$ cat src/csb_defines.vh
// constants for the compare, skip and branch execution unit
`ifndef CSB_DEFINES_VH
`define CSB_DEFINES_VH

// data and address widths
`define CSB_DATA_W 8
`define CSB_PC_W 17
`define CSB_OFS_W 7
`define CSB_OP_W 5

// status flag bit positions
`define CSB_FLAG_C 0
`define CSB_FLAG_Z 1
`define CSB_FLAG_N 2
`define CSB_FLAG_V 3
`define CSB_FLAG_S 4
`define CSB_FLAG_H 5
`define CSB_FLAG_T 6
`define CSB_FLAG_I 7
`define CSB_FLAGS_RESET 8'h00

// operation codes presented by the decoder
`define CSB_OP_NONE 5'h00
`define CSB_OP_CMP_RR 5'h01
`define CSB_OP_CMP_RRC 5'h02
`define CSB_OP_CMP_RI 5'h03
`define CSB_OP_SKIP_REG_CLR 5'h04
`define CSB_OP_SKIP_REG_SET 5'h05
`define CSB_OP_SKIP_IO_CLR 5'h06
`define CSB_OP_SKIP_IO_SET 5'h07
`define CSB_OP_BR_FLAG_SET 5'h08
`define CSB_OP_BR_FLAG_CLR 5'h09
`define CSB_OP_BR_EQ 5'h0A
`define CSB_OP_BR_NE 5'h0B
`define CSB_OP_BR_CS 5'h0C
`define CSB_OP_BR_CC 5'h0D
`define CSB_OP_BR_SH 5'h0E
`define CSB_OP_BR_LO 5'h0F
`define CSB_OP_BR_MI 5'h10
`define CSB_OP_BR_PL 5'h11
`define CSB_OP_BR_GE 5'h12
`define CSB_OP_BR_LT 5'h13

// program counter steps in words
`define CSB_PC_STEP_NEXT 17'h00001
`define CSB_PC_STEP_SKIP1 17'h00002
`define CSB_PC_STEP_SKIP2 17'h00003

// execution cycle counts
`define CSB_CYC_ONE 2'h1
`define CSB_CYC_TWO 2'h2
`define CSB_CYC_THREE 2'h3

`endif

$ cat src/csb_compare_alu.v
// subtract-and-flag datapath for the three compare operations
`timescale 1ns/1ns
`include "csb_defines.vh"

module csb_compare_alu (
	input wire [`CSB_DATA_W-1:0] lhs,
	input wire [`CSB_DATA_W-1:0] rhs,
	input wire use_carry,
	input wire carry_in,
	input wire zero_in,
	output wire carry_out,
	output wire zero_out,
	output wire neg_out,
	output wire ovf_out,
	output wire half_out
);

wire borrow;
wire [`CSB_DATA_W:0] diff;
wire [`CSB_DATA_W-1:0] res;

// difference only; nothing is written back
assign borrow = use_carry & carry_in;
assign diff = {1'b0, lhs} - {1'b0, rhs} - {{`CSB_DATA_W{1'b0}}, borrow};
assign res = diff[`CSB_DATA_W-1:0];

// borrow out of bit 7 and bit 3
assign carry_out = (~lhs[7] & rhs[7]) | (rhs[7] & res[7]) | (res[7] & ~lhs[7]);
assign half_out = (~lhs[3] & rhs[3]) | (rhs[3] & res[3]) | (res[3] & ~lhs[3]);
// two's complement overflow of the subtraction
assign ovf_out = (lhs[7] & ~rhs[7] & ~res[7]) | (~lhs[7] & rhs[7] & res[7]);
assign neg_out = res[7];
// with carry the zero flag only stays set across a chain
assign zero_out = (res == 8'h00) & (~use_carry | zero_in);

endmodule

$ cat src/csb_branch_cond.v
// branch condition evaluation against the status flags
`timescale 1ns/1ns
`include "csb_defines.vh"

module csb_branch_cond (
	input wire [`CSB_OP_W-1:0] op,
	input wire [7:0] flags,
	input wire [2:0] flag_sel,
	output reg is_branch,
	output reg taken
);

wire sel_bit;
wire signed_lt;

assign sel_bit = flags[flag_sel];
assign signed_lt = flags[`CSB_FLAG_N] ^ flags[`CSB_FLAG_V];

// condition per branch form
always @* begin
	is_branch = 1'b1;
	taken = 1'b0;
	case (op)
	`CSB_OP_BR_FLAG_SET: taken = sel_bit; // see [RL7]
	`CSB_OP_BR_FLAG_CLR: taken = ~sel_bit; // see [RL8]
	`CSB_OP_BR_EQ: taken = flags[`CSB_FLAG_Z]; // see [RL9]
	`CSB_OP_BR_NE: taken = ~flags[`CSB_FLAG_Z]; // see [RL10]
	`CSB_OP_BR_CS: taken = flags[`CSB_FLAG_C]; // see [RL11]
	`CSB_OP_BR_LO: taken = flags[`CSB_FLAG_C]; // see [RL11]
	`CSB_OP_BR_CC: taken = ~flags[`CSB_FLAG_C]; // see [RL12]
	`CSB_OP_BR_SH: taken = ~flags[`CSB_FLAG_C]; // see [RL13]
	`CSB_OP_BR_MI: taken = flags[`CSB_FLAG_N]; // see [RL14]
	`CSB_OP_BR_PL: taken = ~flags[`CSB_FLAG_N]; // see [RL15]
	`CSB_OP_BR_GE: taken = ~signed_lt; // see [RL16] see [RL18]
	`CSB_OP_BR_LT: taken = signed_lt; // see [RL16] see [RL18]
	default: begin
		is_branch = 1'b0;
		taken = 1'b0;
	end
	endcase
end

endmodule

$ cat src/csb_unit.v
// compare, skip-if-bit and conditional relative branch execution unit
//
// Functional notes
// [RL1] three compares set Z N V C H, one cycle
// [RL2] register bit clear skips next instruction
// [RL3] register bit set skips next instruction
// [RL4] I/O bit clear skips next instruction
// [RL5] I/O bit set skips next instruction
// [RL6] skips take 1/2/3 cycles, flags untouched
// [RL7] selected flag set: pc plus offset plus one
// [RL8] selected flag clear: pc plus offset plus one
// [RL9] equal branches when zero flag set
// [RL10] not equal branches when zero flag clear
// [RL11] carry set and lower branch on carry
// [RL12] carry clear branches when carry is zero
// [RL13] same or higher branches on carry zero
// [RL14] minus branches when negative flag set
// [RL15] plus branches when negative flag clear
// [RL16] signed less and greater-equal branches exist
// [RL17] branches: 1 or 2 cycles, flags unchanged
// [RL18] signed forms test negative xor overflow
// [RL19] compares never write a general register
`timescale 1ns/1ns
`include "csb_defines.vh"

module csb_unit (
	input wire clk,
	input wire rstn,
	input wire instr_valid,
	input wire [`CSB_OP_W-1:0] instr_op,
	input wire [`CSB_PC_W-1:0] instr_pc,
	input wire [`CSB_DATA_W-1:0] dest_operand,
	input wire [`CSB_DATA_W-1:0] source_operand,
	input wire [`CSB_DATA_W-1:0] immediate,
	input wire [`CSB_DATA_W-1:0] io_data,
	input wire [2:0] bit_sel,
	input wire [`CSB_OFS_W-1:0] branch_offset,
	input wire next_two_word,
	input wire [7:0] status_flags,
	output wire instr_ready,
	output reg done,
	output reg [`CSB_PC_W-1:0] new_pc,
	output reg [7:0] new_status_flags,
	output reg flags_write,
	output reg skip_taken,
	output reg branch_taken,
	output reg bad_op,
	output reg [1:0] cycles_used,
	output wire reg_write_en
);

// timing at a glance
// - one request per rising edge while instr_ready is high
// - one-cycle work: done in the cycle after acceptance
// - taken branch: done two cycles after acceptance
// - taken skip: done two or three cycles after acceptance
// - results stand from acceptance until the next one
// - done and flags_write are single-cycle pulses
// - requests are ignored while a long instruction runs

// one-hot sequencing states
// idle: ready for a new instruction
// wait: counting out the extra cycles of a long one
localparam ST_IDLE = 2'b01;
localparam ST_WAIT = 2'b10;

reg [1:0] state;
reg [1:0] next_state;
reg [1:0] wait_cnt;
reg [1:0] next_wait_cnt;

// decode of the presented operation
wire is_cmp_rr;
wire is_cmp_rrc;
wire is_cmp_ri;
wire is_cmp;
wire is_skip_reg_clr;
wire is_skip_reg_set;
wire is_skip_io_clr;
wire is_skip_io_set;
wire is_skip;
wire is_branch;
wire cond_taken;
wire accept;

assign is_cmp_rr = (instr_op == `CSB_OP_CMP_RR);
assign is_cmp_rrc = (instr_op == `CSB_OP_CMP_RRC);
assign is_cmp_ri = (instr_op == `CSB_OP_CMP_RI);
assign is_cmp = is_cmp_rr | is_cmp_rrc | is_cmp_ri;
assign is_skip_reg_clr = (instr_op == `CSB_OP_SKIP_REG_CLR);
assign is_skip_reg_set = (instr_op == `CSB_OP_SKIP_REG_SET);
assign is_skip_io_clr = (instr_op == `CSB_OP_SKIP_IO_CLR);
assign is_skip_io_set = (instr_op == `CSB_OP_SKIP_IO_SET);
assign is_skip = is_skip_reg_clr | is_skip_reg_set |
	is_skip_io_clr | is_skip_io_set;

// new work only while no multi-cycle instruction is running
// combinational, so back-to-back one-cycle work costs no bubble
assign instr_ready = state[0];
assign accept = instr_valid & instr_ready;

// compare datapath
wire [`CSB_DATA_W-1:0] cmp_rhs;
wire cmp_c;
wire cmp_z;
wire cmp_n;
wire cmp_v;
wire cmp_h;

// immediate form replaces the second register
// the register operand is ignored for the immediate form
assign cmp_rhs = is_cmp_ri ? immediate : source_operand;

// subtractor shared by all three compare forms
// carry input only used by the chained form

csb_compare_alu u_alu (
	.lhs(dest_operand),
	.rhs(cmp_rhs),
	.use_carry(is_cmp_rrc),
	.carry_in(status_flags[`CSB_FLAG_C]),
	.zero_in(status_flags[`CSB_FLAG_Z]),
	.carry_out(cmp_c),
	.zero_out(cmp_z),
	.neg_out(cmp_n),
	.ovf_out(cmp_v),
	.half_out(cmp_h)
);

// flag image after a compare; S and T, I are kept as they were
reg [7:0] cmp_flags;

always @* begin
	cmp_flags = status_flags;
	cmp_flags[`CSB_FLAG_C] = cmp_c; // see [RL1]
	cmp_flags[`CSB_FLAG_Z] = cmp_z; // see [RL1]
	cmp_flags[`CSB_FLAG_N] = cmp_n; // see [RL1]
	cmp_flags[`CSB_FLAG_V] = cmp_v; // see [RL1]
	cmp_flags[`CSB_FLAG_H] = cmp_h; // see [RL1]
end

// compares produce flags only, never a register write
// kept as a port so the register file sees an explicit no-write
assign reg_write_en = 1'b0; // see [RL19]

// skip condition
wire reg_bit;
wire io_bit;
reg skip_cond;

// register skips test the second operand port
// I/O skips test the I/O data port
// both use the same bit index
assign reg_bit = source_operand[bit_sel];
assign io_bit = io_data[bit_sel];

// tested bit against wanted polarity
always @* begin
	skip_cond = 1'b0;
	if (is_skip_reg_clr) begin
		skip_cond = ~reg_bit; // see [RL2]
	end else if (is_skip_reg_set) begin
		skip_cond = reg_bit; // see [RL3]
	end else if (is_skip_io_clr) begin
		skip_cond = ~io_bit; // see [RL4]
	end else if (is_skip_io_set) begin
		skip_cond = io_bit; // see [RL5]
	end
end

// branch condition
// bit_sel doubles as flag index for the generic flag forms
// is_branch low for every code outside the branch group
csb_branch_cond u_cond (
	.op(instr_op),
	.flags(status_flags),
	.flag_sel(bit_sel),
	.is_branch(is_branch),
	.taken(cond_taken)
);

// relative target: sign-extended offset plus one
// wraps modulo the program counter width
// the same adder serves backward and forward branches
wire [`CSB_PC_W-1:0] offset_ext;
wire [`CSB_PC_W-1:0] branch_target;
wire [`CSB_PC_W-1:0] pc_next;
wire [`CSB_PC_W-1:0] pc_skip;

assign offset_ext = {{(`CSB_PC_W-`CSB_OFS_W){branch_offset[`CSB_OFS_W-1]}},
	branch_offset};
// see [RL7] see [RL8]
assign branch_target = instr_pc + offset_ext + `CSB_PC_STEP_NEXT;
assign pc_next = instr_pc + `CSB_PC_STEP_NEXT;
// skipping a two-word instruction needs one more word
assign pc_skip = instr_pc + (next_two_word ? `CSB_PC_STEP_SKIP2 :
	`CSB_PC_STEP_SKIP1); // see [RL2] see [RL3] see [RL4] see [RL5]

// resulting program counter, flags and cycle count per instruction
// priority: compare, then skip, then branch, then unknown
// the classes never overlap, so priority only shapes the logic
// not-taken forms still report pc plus one
reg [`CSB_PC_W-1:0] res_pc;
reg [7:0] res_flags;
reg [1:0] res_cycles;
reg res_flags_write;
reg res_skip;
reg res_branch;
reg res_bad;

always @* begin
	res_pc = pc_next;
	res_flags = status_flags;
	res_cycles = `CSB_CYC_ONE;
	res_flags_write = 1'b0;
	res_skip = 1'b0;
	res_branch = 1'b0;
	res_bad = 1'b0;
	if (is_cmp) begin
		res_flags = cmp_flags;
		res_flags_write = 1'b1;
		res_cycles = `CSB_CYC_ONE; // see [RL1]
	end else if (is_skip) begin
		// flags pass through untouched
		if (skip_cond) begin
			res_pc = pc_skip;
			res_skip = 1'b1;
			res_cycles = next_two_word ? `CSB_CYC_THREE :
				`CSB_CYC_TWO; // see [RL6]
		end else begin
			res_cycles = `CSB_CYC_ONE; // see [RL6]
		end
	end else if (is_branch) begin
		// flags pass through untouched
		if (cond_taken) begin
			res_pc = branch_target;
			res_branch = 1'b1;
			res_cycles = `CSB_CYC_TWO; // see [RL17]
		end else begin
			res_cycles = `CSB_CYC_ONE; // see [RL17]
		end
	end else begin
		// unknown code: step on, flag it, change nothing
		res_bad = (instr_op != `CSB_OP_NONE);
	end
end

// sequencing: one-cycle work stays in idle, longer work waits
// wait_cnt holds the extra cycles still to run
// leaving wait when the count reaches one lines up with done
// stray state codes fall back to idle
always @* begin
	next_state = state;
	next_wait_cnt = wait_cnt;
	case (state)
	ST_IDLE: begin
		if (accept && (res_cycles != `CSB_CYC_ONE)) begin
			next_state = ST_WAIT;
			next_wait_cnt = res_cycles - `CSB_CYC_ONE;
		end
	end
	ST_WAIT: begin
		next_wait_cnt = wait_cnt - `CSB_CYC_ONE;
		if (wait_cnt == `CSB_CYC_ONE) begin
			next_state = ST_IDLE;
		end
	end
	default: begin
		next_state = ST_IDLE;
		next_wait_cnt = 2'h0;
	end
	endcase
end

// state registers
always @(posedge clk or negedge rstn) begin
	if (!rstn) begin
		state <= ST_IDLE;
		wait_cnt <= 2'h0;
	end else begin
		state <= next_state;
		wait_cnt <= next_wait_cnt;
	end
end

// results are captured at acceptance and held until the next
// for long work they appear before done; consumers wait for done
always @(posedge clk or negedge rstn) begin
	if (!rstn) begin
		new_pc <= {`CSB_PC_W{1'b0}};
		new_status_flags <= `CSB_FLAGS_RESET;
		skip_taken <= 1'b0;
		branch_taken <= 1'b0;
		bad_op <= 1'b0;
		cycles_used <= 2'h0;
	end else if (accept) begin
		new_pc <= res_pc;
		new_status_flags <= res_flags;
		skip_taken <= res_skip;
		branch_taken <= res_branch;
		bad_op <= res_bad;
		cycles_used <= res_cycles;
	end
end

// completion strobes: flags pulse with done of a compare
// one-cycle work: pulse right after acceptance
// long work: pulse in the cycle after the last wait cycle
always @(posedge clk or negedge rstn) begin
	if (!rstn) begin
		done <= 1'b0;
		flags_write <= 1'b0;
	end else begin
		done <= 1'b0;
		flags_write <= 1'b0;
		if (accept && (res_cycles == `CSB_CYC_ONE)) begin
			done <= 1'b1;
			flags_write <= res_flags_write; // see [RL1]
		end else if (state[1] && (wait_cnt == `CSB_CYC_ONE)) begin
			done <= 1'b1; // see [RL6] see [RL17]
		end
	end
end

endmodule

$ cat config.mk
export PLATFORM = sky130hd
export DESIGN_NAME = csb_unit
export DESIGN_NICKNAME = d
export VERILOG_FILES = /design/src/csb_compare_alu.v /design/src/csb_branch_cond.v /design/src/csb_unit.v
export VERILOG_INCLUDE_DIRS = /design/src /design/src/src
export SDC_FILE = /design/constraint.sdc
export NUM_CORES = 1
export LEC_CHECK = 0
export BUFFER_PORTS_ARGS = -buffer_cell sky130_fd_sc_hd__buf_2
export CAP_MARGIN = 20
export CORE_ASPECT_RATIO = 1.2
export CORE_MARGIN = 2
export CORE_UTILIZATION = 55
export CTS_BUF_LIST = sky130_fd_sc_hd__clkbuf_16
export DETAILED_ROUTE_END_ITERATION = 16
export GPL_TIMING_DRIVEN = 0
export PLACE_DENSITY = 0.84
export SKIP_LAST_GASP = 1
export SLEW_MARGIN = 5
export SYNTH_ARGS = -nofsm -noshare
export SYNTH_HDL_FRONTEND = slang
export SYNTH_SLANG_ARGS = --single-unit
export TNS_END_PERCENT = 5
$ cat constraint.sdc
create_clock -name clk -period 1.9 [get_ports clk]
set_input_delay 0 -clock clk [delete_from_list [all_inputs] [get_ports clk]]
set_output_delay 0 -clock clk [all_outputs]
set_load 0.02 [all_outputs]
======== Yosys cells after proc, flatten, opt, wreduce, memory -nomap -nowiden ========
Index checks and enable logic that the tools add are counted.
operators by class
  bitwise gates (word level) .............. 36
  add/subtract/negate cells ............... 8
  magnitude comparators ................... 1
  equal/unequal tests ..................... 26
  reduce and logical (&&, ||, !) cells .... 9
  muxes and demuxes ....................... 45
operator list
  operator                                                         number
  17-bit two-way mux                                               5
  5-bit by 4-bit == test with 1-bit output, second input constant  8
  17-bit by 1-bit adder with 17-bit output, second input constant  2
  1-bit two-way mux                                                24
  5-bit by 3-bit == test with 1-bit output, second input constant  4
  5-bit == test, second input constant                             4
  17-bit adder                                                     1
  17-bit by 2-bit adder with 17-bit output                         1
  2-bit two-way mux                                                8
  1-bit AND                                                        12
  1-bit NOT                                                        12
  12-bit OR reduction                                              1
  1-bit OR                                                         11
  5-bit by 2-bit == test with 1-bit output, second input constant  2
  1-bit case mux with 10 select lines                              1
  1-bit binary-select mux with 3-bit select                        3
  8-bit logical NOT                                                1
  8-bit two-way mux                                                1
  2-bit case mux with 2 select lines                               2
  8-bit by 1-bit subtractor with 8-bit output                      1
  8-bit subtractor                                                 1
  2-bit by 1-bit == test with 1-bit output, second input constant  3
  6-bit two-way mux                                                1
  5-bit by 1-bit == test with 1-bit output, second input constant  1
  10 further kinds                                                 15
storage, ports and cells
  output and inout port bits .............. 34
  register bits ........................... 36
  bits of input ports ..................... 76

======== Depth between registers and ports, before layout ========
Gate-level depths: netlist of run 1.
  word-level depth ........................ 13
  mapped depth ............................ 14
  mapped depth without buffers ............ 13

======== Cells and area by module ========
A second synthesis of run 1 with hierarchy kept.
second synthesis, totals
  cell total of the unflattened synthesis .. 538
  area, all modules ....................... 4281.6 µm²
modules (own cells, without submodules)
  module           seq. area each (µm²)  cells each  area each (µm²)  instances
  csb_unit         902.1                 445         3539.6           1
  csb_compare_alu  0.0                   75          560.5            1
  csb_branch_cond  0.0                   18          181.4            1

======== Least setup slack after synthesis of run 1 ========
OpenSTA, ideal clock, no wires.
  path type ............................... in2reg
  start point ............................. input instr_op[2]
  end point ............................... register new_status_flags[1]
  buffers on the path ..................... 1
  data arrival time ....................... 3.066 ns
  slack ................................... -1.287 ns
  stages .................................. 14
  setup time .............................. 0.121 ns
  cell sequence ........................... clkbuf_1 -> nor3_1 -> nand3_1 -> mux2_2 -> fa_1 -> inv_1 -> ha_1 -> nand2_1 -> a21boi_0 -> o21a_1 -> o2111a_1 -> a211oi_1 -> o31ai_1 -> a22o_1
between the ends
  word-level cells in the longest chain between the ends .. 7
RTL lines
  element                                                    RTL line              source
  start: declaration                                         csb_unit.v:30         input wire [`CSB_OP_W-1:0] instr_op,
  5-bit by 2-bit == test with 1-bit output (no source line)  --
  8-bit two-way mux                                          csb_unit.v:112        assign cmp_rhs = is_cmp_ri ? immediate : source_operand;
  8-bit subtractor                                           csb_compare_alu.v:24  assign diff = {1'b0, lhs} - {1'b0, rhs} - {{`CSB_DATA_W{1'b0}}, borrow};
  8-bit by 1-bit subtractor with 8-bit output                csb_compare_alu.v:24
  8-bit logical NOT                                          csb_compare_alu.v:34  assign zero_out = (res == 8'h00) & (~use_carry | zero_in);
  1-bit AND                                                  csb_compare_alu.v:34
  6-bit two-way mux (*)                                      csb_unit.v:219        if (is_cmp) begin
  end signal: assignment                                     csb_unit.v:291        new_status_flags <= `CSB_FLAGS_RESET;
  end signal: assignment                                     csb_unit.v:298        new_status_flags <= res_flags;
  end: declaration                                           csb_unit.v:43         output reg [7:0] new_status_flags,
Mark *: on every way between the ends. The rest lies on a longest branch, timed or not.
A chain may end at the register's enable or synchronous reset.

======== Worst setup path after layout of run 1 ========
  start point ............................. input instr_op[0]
  end point ............................... register new_status_flags[1]
The elaborated chain is that of the path after synthesis.

==> results of run 1 <==
==> placed cells by master (no fill, tap or decap), types with 5 or more instances in the layout <==
cell type / count
or3_1: 5
ha_1: 32
o31ai_1: 7
a21o_1: 6
a21oi_1: 21
o21a_1: 5
o21ai_0: 32
buf_2: 104
nand3_1: 11
dfrtp_1: 35
buf_4: 10
clkbuf_1: 15
nand2b_1: 5
nand2_1: 55
inv_1: 38
ha_4: 5
mux2i_1: 18
nor2_1: 37
nor3_1: 23
mux4_2: 5
xnor2_1: 19
mux2_2: 9
clkbuf_16: 5
xor2_1: 19
a31oi_1: 5
==> layout make-up <==
cell class / count / area, um2 / share of cell area [%]
inverters: 41 / 154 / 2.86
repair buffers: 116 / 641 / 11.9
plain buffers: 26 / 144 / 2.67
flip-flops and latches: 36 / 902 / 16.7
clock buffers: 5 / 125 / 2.32
well taps: 92 / 115 / 2.14
multi-input cells: 425 / 3270 / 60.7
clock inverters: 3 / 38.8 / 0.720
==> worst max-delay path, delay by kind of cell <==
| family | cells | cell delay [ps] |
|---|---|---|
| AO/OA/AOI/OAI | 6 | 1220 |
| buffers and inverters | 4 | 520 |
| AND/OR/NAND/NOR | 1 | 120 |
| adder cells (fa/ha/maj) | 2 | 540 |
| multiplexers | 1 | 360 |
==> state kept, by name, summed over array words and instances, names as in the netlist <==
register,cells
new_pc,17
new_status_flags,8
cycles_used,2
state,2
wait_cnt,2
bad_op,1
branch_taken,1
done,1
flags_write,1
skip_taken,1
==> through the flow <==
step	setup slack, ps	hold WS [ps]	TNS, ps
5_1_grt	-798	98.6	-16360
4_1_cts	-673	58.1	-12010
3_3_place_gp	-1200	143	-27870
3_5_place_dp	-1260	157	-28000
2_1_floorplan	-890	-296	-12120
6_report	-686	69.8	-11320
==> worst max-delay path by stage <==
stage	start	end	slack [ps]	cells after the start
floorplan	instr_op[2]	new_status_flags[1]	-890	14
global placement	instr_op[2]	new_status_flags[1]	-1200	14
detailed placement	instr_op[2]	new_status_flags[1]	-1260	14
CTS	instr_op[4]	new_status_flags[0]	-670	14
global route	instr_op[3]	new_status_flags[1]	-800	15
finish	instr_op[0]	new_status_flags[1]	-690	14
==> power breakdown <==
group          switching, mW  leakage, nW  internal (mW)
combinational           1.47         2.02          0.961
sequential             0.197        0.437           1.06
clock                  0.331       0.0850          0.612
total                   2.00         2.54           2.63
==> layer usage <==
metal / vias up / global-route usage (%) / wire length (um)
li1: 2156 / - / -
met1: 2234 / 34.1 / 5000
met2: 260 / 58.8 / 6840
met3: 69 / 4.26 / 944
met4: 0 / 16.2 / 701
met5: - / 0 / 0
==> logic make-up (layout without fill, tap and decap cells) <==
family	count (synthesis)	count (layout)	synth area share, %
multiplexers	37	37	11.2
other	1	1	0.0875
XOR/XNOR	39	39	8.14
adder cells (fa/ha/maj)	40	40	12.2
AO/OA/AOI/OAI	138	138	21.9
flip-flops	36	36	21.0
buffers and inverters	68	191	6.65
AND/OR/NAND/NOR	170	170	18.7
==> repair_timing <==
item / in CTS / in global routing
hold buffers: 4 / 0
buffers inserted: 6 / 2
pin swaps: 16 / 10
hold endpoints to repair: 38 / 0
gates resized for setup: 27 / 15
endpoints found under the setup margin: 31 / 35
==> metrics.md, run 1 <==
| Metric | Value |
|---|---|
| CTS tree | built |
| 1st-pass router iterations | 5 |
| P&R area growth vs syn | 25.7% |
| CP dominant cell by count | buf_4 |
| Hold Path End | new_status_flags[5] |
| Lkg Pwr | 2.54 nW |
| Die Area | 0.00852 mm2 |
| Worst path slowest cell | mux2_2 |
| DRT iter0 DRCs | 374 |
| N_diodes | 0 |
| Fin crit share | 136% |
| Top FF cell, synth | dfrtp_1 |
| Fin worst setup slack | -686 ps |
| Status | complete, but fails checks |
| Congestion Overflow GR | 0 |
| RSZ-0062 raised after global routing | yes |
| Power, Total | 4.63 mW |
| Clock buffer depth | 2 |
| Share of post-route cells with drive strength above 1 | 28.1% |
| Mapped Nets | 645 |
| Final #Nets | 767 |
| Final min period | 2590 ps |
| Crit path DAT | 2750 ps |
| Crit path launch type | input pin |
| Data required time of the worst path | 2070 ps |
| Hold_sp | status_flags[5] |
| Drt via density | 6.34 |
| Die Wd | 84.6 um |
| Worst vdd ir | 0.000547 V |
| Ys Warns | 0 |
| Top area cells in the synthesized netlist | dfrtp_1 20%, ha_1 11%, nand2_1 4.9% |
| Setup-failing EPs final | 33 |
| Top-count cell post-synth | nand2_1 |
| Max cap viols | 0 |
| Yosys top cell area share | 20.4% |
| Failing checks | negative setup slack |
| Final Non-Filler Cells | 744 |
| Die height | 101 um |
| Finished Cell Area | 0.00539 mm2 |
| Vias in the first global route | 4714 |
| DRC viols | 0 |
| Final hold viol count | 0 |
| Worst-path maximum fanout | 10 |
| Core Util, Final | 70.7% |
| Avg Cell Area, Syn | 8.10 um2 |
| Post-synthesis sequential area ratio | 21.0% |
| CP Capture Type | register |
| Pin count of the biggest net entering global routing | 37 |
| Wire length per cell | 18.1 um |
| Worst slew pin tran | 1100 ps |
| Pwr dens | 859 mW/mm2 |
| Filler instances | 588 |
| Final worst clock skew | 3.34 ps |
| Worst hold-check path type | input pin to register |
| Reg2Reg Setup Slack | -70 ps |
| Cell count after placement | 725 |
| Commonest cells post-synth | 56 x nand2_1, 41 x inv_1, 38 x nor2_1 |
| Hold Path Depth | 3 |
| Starting Density | 56.3% |
| Core Region | 0.00762 mm2 |
| Cell Chain, Critical Path | buf_2 -> buf_4 -> nand3_4 -> mux2_2 -> ha_1 -> inv_2 -> ha_4 -> a21boi_2 -> o21a_1 -> o2111a_2 -> a211oi_4 -> buf_4 -> o31ai_2 -> a22o_1 |
| Count of pins over their slew limit | 0 |
| Clock-pin slew on the worst setup and hold paths | 60 ps |
| Seq cells post-synth | 36 |
| Routed WL | 13500 um |
| Slew Limit Headroom | 25.7% |
| Dpl hpwl | 10000 um |
| IO Port Bufs | 104 |
| H-tree lvl count | 2 |
| Ports | 110 |
| EDFF count, synth | 0 |
| Cells after synthesis | 529 |
| R2R Path End | new_pc[7] |
| Site Rows | 35 |
| Antenna Nets Post-Route | 0 |
| Synth cell types | 69 |
| Root buf cell | clkbuf_16 |
| Cts bufs inserted | 5 |
| Post-Place Cell Area | 0.00497 mm2 |
| Clk_lat worst skew | 280 ps |
| Vias after detailed routing | 4719 |
| Reg2reg start | state[0] |
| Clk sinks | 36 |
| FF-to-FF path depth | 6 |
| Gr usage total | 31.4% |
| Max Fclk | 387 MHz |
| First-pass GRT wire length | 21600 um |
| Ys async rst share | 100% |
| Slowest stage delay, CP | 360 ps |
| Cell taking the most area after synthesis | dfrtp_1 |
| Initial antenna violation count | 0 |
| Worst Path Class, Setup | input pin to register |
| Placer Congestion | 0.957 |
| Post-synthesis cell area | 0.00429 mm2 |
Note: power is estimated with default switching activity, not from simulation.
==> inputs of run 2 (changes only) <==
RECOVER_POWER = 50   (was default)
==> run 2 against run 1 <==
The flow still finishes with violations (negative setup slack). Clock-buffer cell count stayed put. Wire length is 0.16% lower. Worst hold slack hardly changed. Final cell count stayed put. Global-route usage stayed put. Non-clock buffer count stayed put. Core utilization is 0.54 points lower. Clock power hardly changed. Via count is 0.15% higher. First-iteration DRC count is 2.7% lower. Maximum frequency hardly changed. Largest cell class unchanged.
==> metrics.md, run 2 (synthesized netlist as in run 1, its figures left out) <==
| Metric | Value |
|---|---|
| Status | complete, but fails checks |
| Failing checks | negative setup slack |
| Filler instances | 611 (+3.9%) |
| Die height | 101 um (unchanged) |
| Initial antenna violation count | 0 (unchanged) |
| Antenna Nets Post-Route | 0 (unchanged) |
| Worst vdd ir | 0.000538 V (-1.7%) |
| Vias after detailed routing | 4726 (+0.15%) |
| Hold Path End | new_status_flags[5] |
| Multi-input gate area | 0.00327 mm2 (unchanged) |
| Ports | 110 (unchanged) |
| Core Region | 0.00762 mm2 (unchanged) |
| Top reg by flops | new_pc |
| Placer Congestion | 0.957 (unchanged) |
| Final #Nets | 767 (unchanged) |
| DRT iter0 DRCs | 364 (-2.7%) |
| Die Area | 0.00852 mm2 (unchanged) |
| Congestion Overflow GR | 0 (unchanged) |
| R2R Path End | new_pc[7] |
| DRC viols | 0 (unchanged) |
| Sequential power share | 27.8% (+0.6 points) |
| Clock-pin slew on the worst setup and hold paths | 50 ps (about the same) |
| Hold Path Depth | 3 (unchanged) |
| Clock power frac | 20.6% (+0.2 points) |
| Reg2reg start | state[0] |
| Root buf cell | clkbuf_16 |
| Drt via density | 6.35 (+0.15%) |
| Dpl hpwl | 10000 um (unchanged) |
| Final worst clock skew | 2.73 ps (-0.603 ps) |
| Cell Int Power | 2.56 mW (-2.7%) |
| Starting Density | 56.3% (unchanged) |
| Routed WL | 13500 um (-0.16%) |
| Slew Limit Headroom | 26.3% (+0.61 points) |
| Vias in the first global route | 4714 (unchanged) |
| Share of post-route cells with drive strength above 1 | 23.0% (-5.1 points) |
| Most common cell after layout, fill and taps aside | buf_2 |
| Pin count of the biggest net entering global routing | 37 (unchanged) |
| IO Port Bufs | 104 (unchanged) |
| Logic gate share of total power | 51.6% (-0.9 points) |
| N_diodes | 0 (unchanged) |
| Worst-path maximum fanout | 10 (unchanged) |
| Crit path DAT | 2750 ps (about the same) |
| Final hold viol count | 0 (unchanged) |
| Storage cell area | 902 um2 (unchanged) |
| First-pass GRT wire length | 21600 um (unchanged) |
| Gr usage total | 31.4% (unchanged) |
| Final min period | 2590 ps (-0.462 ps) |
| Setup-failing EPs final | 32 (-3.0%) |
| Cts bufs inserted | 5 (unchanged) |
| Largest regs | new_pc: 17 flops, new_status_flags: 8 flops |
| P&R area growth vs syn | 24.8% |
| Commonest non-fill, non-tap cells in the layout | 70 x buf_2, 55 x nand2_1, 48 x clkbuf_1 |
| Die Wd | 84.6 um (unchanged) |
| H-tree lvl count | 2 (unchanged) |
| Data required time of the worst path | 2070 ps (about the same) |
| Fin Setup TNS | -11210 ps (+106 ps) |
| Worst hold-check path type | input pin to register |
| Max Fclk | 387 MHz (about the same) |
| FF-to-FF path depth | 6 (unchanged) |
| Worst Path Class, Setup | input pin to register |
| Crit path launch type | input pin |
| P_sw | 2.00 mW (+0.19%) |
| Worst slew pin tran | 1090 ps (-8.99 ps) |
| 1st-pass router iterations | 6 (+1) |
| Core Util, Final | 70.2% (-0.54 points) |
| Clock buffer depth | 2 (unchanged) |
| Clk sinks | 36 (unchanged) |
| Clk_lat worst skew | 280 ps (about the same) |
| CP Capture Type | register |
| Count of pins over their slew limit | 0 (unchanged) |
| Site Rows | 35 (unchanged) |
| Lkg Pwr | 2.44 nW (-3.9%) |
| Wire length per cell | 18.1 um (-0.16%) |
| Sw Share | 43.8% (+0.73 points) |
| Max cap viols | 0 (unchanged) |
| Fin crit share | 136% (about the same) |
| Hold_sp | status_flags[5] |
| Largest register FFs | 17 (unchanged) |
| RSZ-0062 raised after global routing | yes |
| Pwr dens | 853 mW/mm2 (-0.71%) |
| Fin worst setup slack | -685 ps (+0.462 ps) |
| CTS tree | built |
| Reg2Reg Setup Slack | -60 ps (about the same) |
-- run 2: changes by cell type in the layout (fill, tap and decap cells not counted), sizes merged --
cell    before  now
clkbuf      24   58
buf        119   85
-- run 2: critical path: stages --
cell	delay (ps)
buf_2	120
buf_4	180
nand3_4	120
mux2_2	360
ha_1	290
inv_2	50
ha_4	250
a21boi_2	150
o21a_1	200
o2111a_2	290
a211oi_4	300
buf_4	170
o31ai_2	60
a22o_1	220
-- run 2: power groups by stage --
stage / registers (mW) / clock network, mW / logic [mW]
2_1_floorplan: 1.54 / 0 / 1.20
3_3_place_gp: 1.25 / 0 / 2.18
3_5_place_dp: 1.26 / 0 / 2.25
4_1_cts: 1.25 / 0.941 / 2.33
5_1_grt: 1.29 / 0.976 / 2.55
6_report: 1.27 / 0.941 / 2.35
-- run 2: how the worst max path moves through the flow --
stage / start / to / slack [ps] / cells past startpoint
after floorplan: instr_op[2] / new_status_flags[1] / -890 / 14
after global placement: instr_op[2] / new_status_flags[1] / -1200 / 14
after detailed placement: instr_op[2] / new_status_flags[1] / -1260 / 14
after CTS: instr_op[4] / new_status_flags[0] / -670 / 14
after global routing: instr_op[3] / new_status_flags[1] / -800 / 15
final: instr_op[0] / new_status_flags[1] / -690 / 14
-- run 2: cell type report --
class                      instances  area share, %
clock inverter                     3          0.725
buffer                            26           2.69
timing repair buffer             116           11.2
sequential                        36           16.9
inverter                          41           2.88
clock buffer                       5           2.34
multi-input combinational        425           61.1
tap                               92           2.15
-- run 2: per-stage QoR --
stage               hold WS, ps  area (um2)  total power [mW]  std cells  worst slack [ps]
CTS                        58.1        5300              4.52        742              -673
detailed placement          157        4970              3.51        725             -1260
global route               98.6        5350              4.82        744              -798
global placement            143        4970              3.43        725             -1200
floorplan                  -296        4330              2.74        529              -890
finish                     69.5        5350              4.56        744              -685
-- run 2: metal layers --
layer / global-route usage (%) / part of all wire (%) / vias up
li1: - / - / 2157
met1: 34.1 / 37 / 2252
met2: 58.8 / 51 / 250
met3: 4.26 / 6.7 / 67
met4: 16.2 / 4.9 / 0
met5: 0 / 0 / -
-- run 2: what timing repair did --
item | CTS | global route
resized for setup | 27 | 15
hold endpoints to repair | 38 | 0
setup buffers | 6 | 2
hold buffers | 4 | 0
endpoints found under the setup margin | 31 | 35
pin swaps | 16 | 10
==> inputs of run 3 (changes only) <==
CORE_UTILIZATION = 37   (was 55)
PLACE_DENSITY = 0.61   (was 0.84)
SYNTH_HIERARCHICAL = 1   (was default)
==> run 3 against run 2 <==
The flow still finishes with violations (negative setup slack). Clock-buffer cell count stayed put. Wire length down 0.73%. Sequential share of layout area decreased by 0.51 points. Core utilization down 22 points.
==> metrics.md, run 3 <==
| Metric | Value |
|---|---|
| Slew Limit Headroom | 36.4% (+10 points) |
| Power, Total | 4.13 mW (-9.4%) |
| Commonest non-fill, non-tap cells in the layout | 71 x buf_2, 63 x nand2_1, 49 x nor2_1 |
| Data required time of the worst path | 2040 ps (-30 ps) |
| Final worst clock skew | 5.29 ps (+2.56 ps) |
| Dpl hpwl | 10500 um (+4.6%) |
| Core Util, Final | 48.3% (-22 points) |
| H-tree lvl count | 2 (unchanged) |
| Crit path launch type | input pin |
| P&R area growth vs syn | 28.8% |
| Status | complete, but fails checks |
| Root buf cell | clkbuf_16 |
| Drt via density | 5.52 (-13%) |
| Die height | 122 um (+21%) |
| Vias after detailed routing | 4563 (-3.4%) |
| IO Port Bufs | 107 (+2.9%) |
| Pwr dens | 750 mW/mm2 (-12%) |
| Largest regs | new_pc: 17 flops, new_status_flags: 8 flops |
| First-pass GRT wire length | 21200 um (-1.6%) |
| Max cap viols | 0 (unchanged) |
| Worst path slowest cell | a2111oi_4 |
| Clock buffer depth | 2 (unchanged) |
| EDFF count, synth | 0 (unchanged) |
| Clock-pin slew on the worst setup and hold paths | 70 ps (+20 ps) |
| Commonest cells post-synth | 68 x nand2_1, 53 x nor2_1, 40 x inv_1 |
| Cell Chain, Critical Path | buf_8 -> nor3_4 -> nand3_4 -> mux2_4 -> inv_2 -> fa_2 -> ha_2 -> and2b_2 -> a21oi_4 -> a2111oi_4 -> buf_4 -> xnor2_4 -> mux2_4 -> nand2_2 -> a31oi_1 |
| Ys Warns | 6 (+6) |
| Fin worst setup slack | -860 ps (-174 ps) |
| Cell taking the most area after synthesis | dfrtp_1 |
| Worst hold-check path type | input pin to register |
| Avg Cell Area, Syn | 7.96 um2 (-1.8%) |
| Clk sinks | 36 (unchanged) |
| Synth cell types | 75 (+8.7%) |
| Die Wd | 102 um (+21%) |
| Routed WL | 13400 um (-0.73%) |
| Cell count after placement | 802 (+11%) |
| CTS tree | built |
| Top-count cell post-synth | nand2_1 |
| Final Non-Filler Cells | 827 (+11%) |
| Worst Path Class, Setup | input pin to register |
| Share of post-route cells with drive strength above 1 | 22.7% (-0.32 points) |
| Setup-failing EPs final | 36 (+13%) |
| Vias in the first global route | 4441 (-5.8%) |
| Most common cell after layout, fill and taps aside | buf_2 |
| CP dominant cell by count | mux2_4 |
| Post-placement worst setup slack | -1580 ps (-318 ps) |
| Wire length per cell | 16.2 um (-11%) |
| Ports | 110 (unchanged) |
| RSZ-0062 raised after global routing | yes |
| Cells after synthesis | 538 (+1.7%) |
| Post-synthesis sequential area ratio | 21.1% (+0.025 points) |
| Pin count of the biggest net entering global routing | 37 (unchanged) |
| Hold Path Depth | 3 (unchanged) |
| Yosys top cell area share | 20.5% (+0.024 points) |
| Failing checks | negative setup slack |
| Final hold viol count | 0 (unchanged) |
| Mapped Nets | 654 (+1.4%) |
| Gr usage total | 21.6% (-9.7 points) |
| Top area cells in the synthesized netlist | dfrtp_1 20%, ha_1 11%, nand2_1 6.0% |
| Slowest stage delay, CP | 400 ps (+40 ps) |
| DRC viols | 0 (unchanged) |
| DRT iter0 DRCs | 197 (-46%) |
| Top FF cell, synth | dfrtp_1 |
| Reg2reg start | state[0] |
| Post-synthesis cell area | 0.00428 mm2 (-0.12%) |
| Site Rows | 43 (+23%) |
| Worst vdd ir | 0.000397 V (-26%) |
| Count of pins over their slew limit | 0 (unchanged) |
| Largest register FFs | 17 (unchanged) |
| Hold_sp | status_flags[1] |
| Antenna Nets Post-Route | 0 (unchanged) |
| FF-to-FF path depth | 5 (-1) |
| Lkg Pwr | 2.50 nW (+2.5%) |
| Setup crit start | instr_op[3] |
| Seq cells post-synth | 36 (unchanged) |
| Final #Nets | 785 (+2.3%) |
| Max Fclk | 362 MHz (-6.3%) |
| Starting Density | 37.5% (-19 points) |
| 1st-pass router iterations | 5 (-1) |
| Worst-path maximum fanout | 8 (-2) |
| Worst slew pin tran | 954 ps (-141 ps) |
| Top reg by flops | new_pc |
| N_diodes | 0 (unchanged) |
| Clk_lat worst skew | 290 ps (about the same) |
| Crit path DAT | 2900 ps (+150 ps) |
| Fin crit share | 145% (+9.2 points) |
| Placer Congestion | 0.900 (-6.0%) |
| Cts bufs inserted | 5 (unchanged) |
| Ys async rst share | 100% (unchanged) |
| CP Capture Type | register |
| Congestion Overflow GR | 0 (unchanged) |
| Die Area | 0.0125 mm2 (+46%) |
| Initial antenna violation count | 0 (unchanged) |
| Final min period | 2760 ps (+174 ps) |
| Core Region | 0.0114 mm2 (+50%) |
[run 3: worst max-delay path: cells and delay by family]
kind | cells | cell delay [ps]
and+or+nand+nor | 4 | 770
muxes | 2 | 570
AOI/OAI and AO/OA | 3 | 560
adders and majority gates | 2 | 510
buffers and inverters | 3 | 340
xor gates and xnor gates | 1 | 130
[run 3: what timing repair did]
action | CTS | global route
resized for setup | 10 | 27
endpoints found under the setup margin | 36 | 36
pin swaps | 7 | 13
setup buffers | 5 | 5
hold buffers | 6 | 0
hold endpoints to repair | 40 | 0
[run 3: kinds of logic (layout without fill, tap and decap cells)]
kind of cell,count (synthesis),after routing,synth area share [%]
simple gates,184,184,19.4
compound gates,138,138,22.5
buf+inv,62,194,5.84
xor+xnor,45,45,9.56
fa+ha+maj,40,40,12.2
flops,36,36,21.1
mux,32,32,9.35
other cells,1,1,0.0876
[run 3: cell type report]
type	count	area, um2
fill	1184	5890
multi-input combinational	440	3330
sequential	36	902
timing repair buffer	124	656
tap	157	196
inverter	41	154
clock buffer	5	125
buffer	21	108
clock inverter	3	42.5
[run 3: per-stage QoR]
stage / TNS, ps / hold WS [ps] / cell area (um2)
2_1_floorplan: -7350 / -296 / 4400
3_3_place_gp: -28900 / 159 / 5130
3_5_place_dp: -31460 / 158 / 5130
4_1_cts: -14970 / 11.6 / 5420
5_1_grt: -19450 / 27.9 / 5510
6_report: -14560 / 13.6 / 5510
[run 3: path summary, 6_finish.rpt]
check,slack [ps],end
max,-860,new_status_flags[3]
min,10,new_status_flags[1]
max reg2reg,-270,new_pc[13]
min reg2reg,480,new_status_flags[6]
max in group asynchronous,900,state[1]
min in group asynchronous,400,new_pc[14]
[run 3: power breakdown]
part | total [mW] | switching [mW] | internal (mW)
registers | 1.15 | 0.147 | 1.00
logic | 2.02 | 1.23 | 0.785
clock network | 0.968 | 0.351 | 0.617
[run 3: layer usage]
layer	GRT usage (%)	vias to the layer above	wire, um
met5	0	-	0
met4	7.17	0	374
met3	2.93	31	667
met2	39.9	171	6960
met1	25.4	2165	5360
li1	-	2196	-
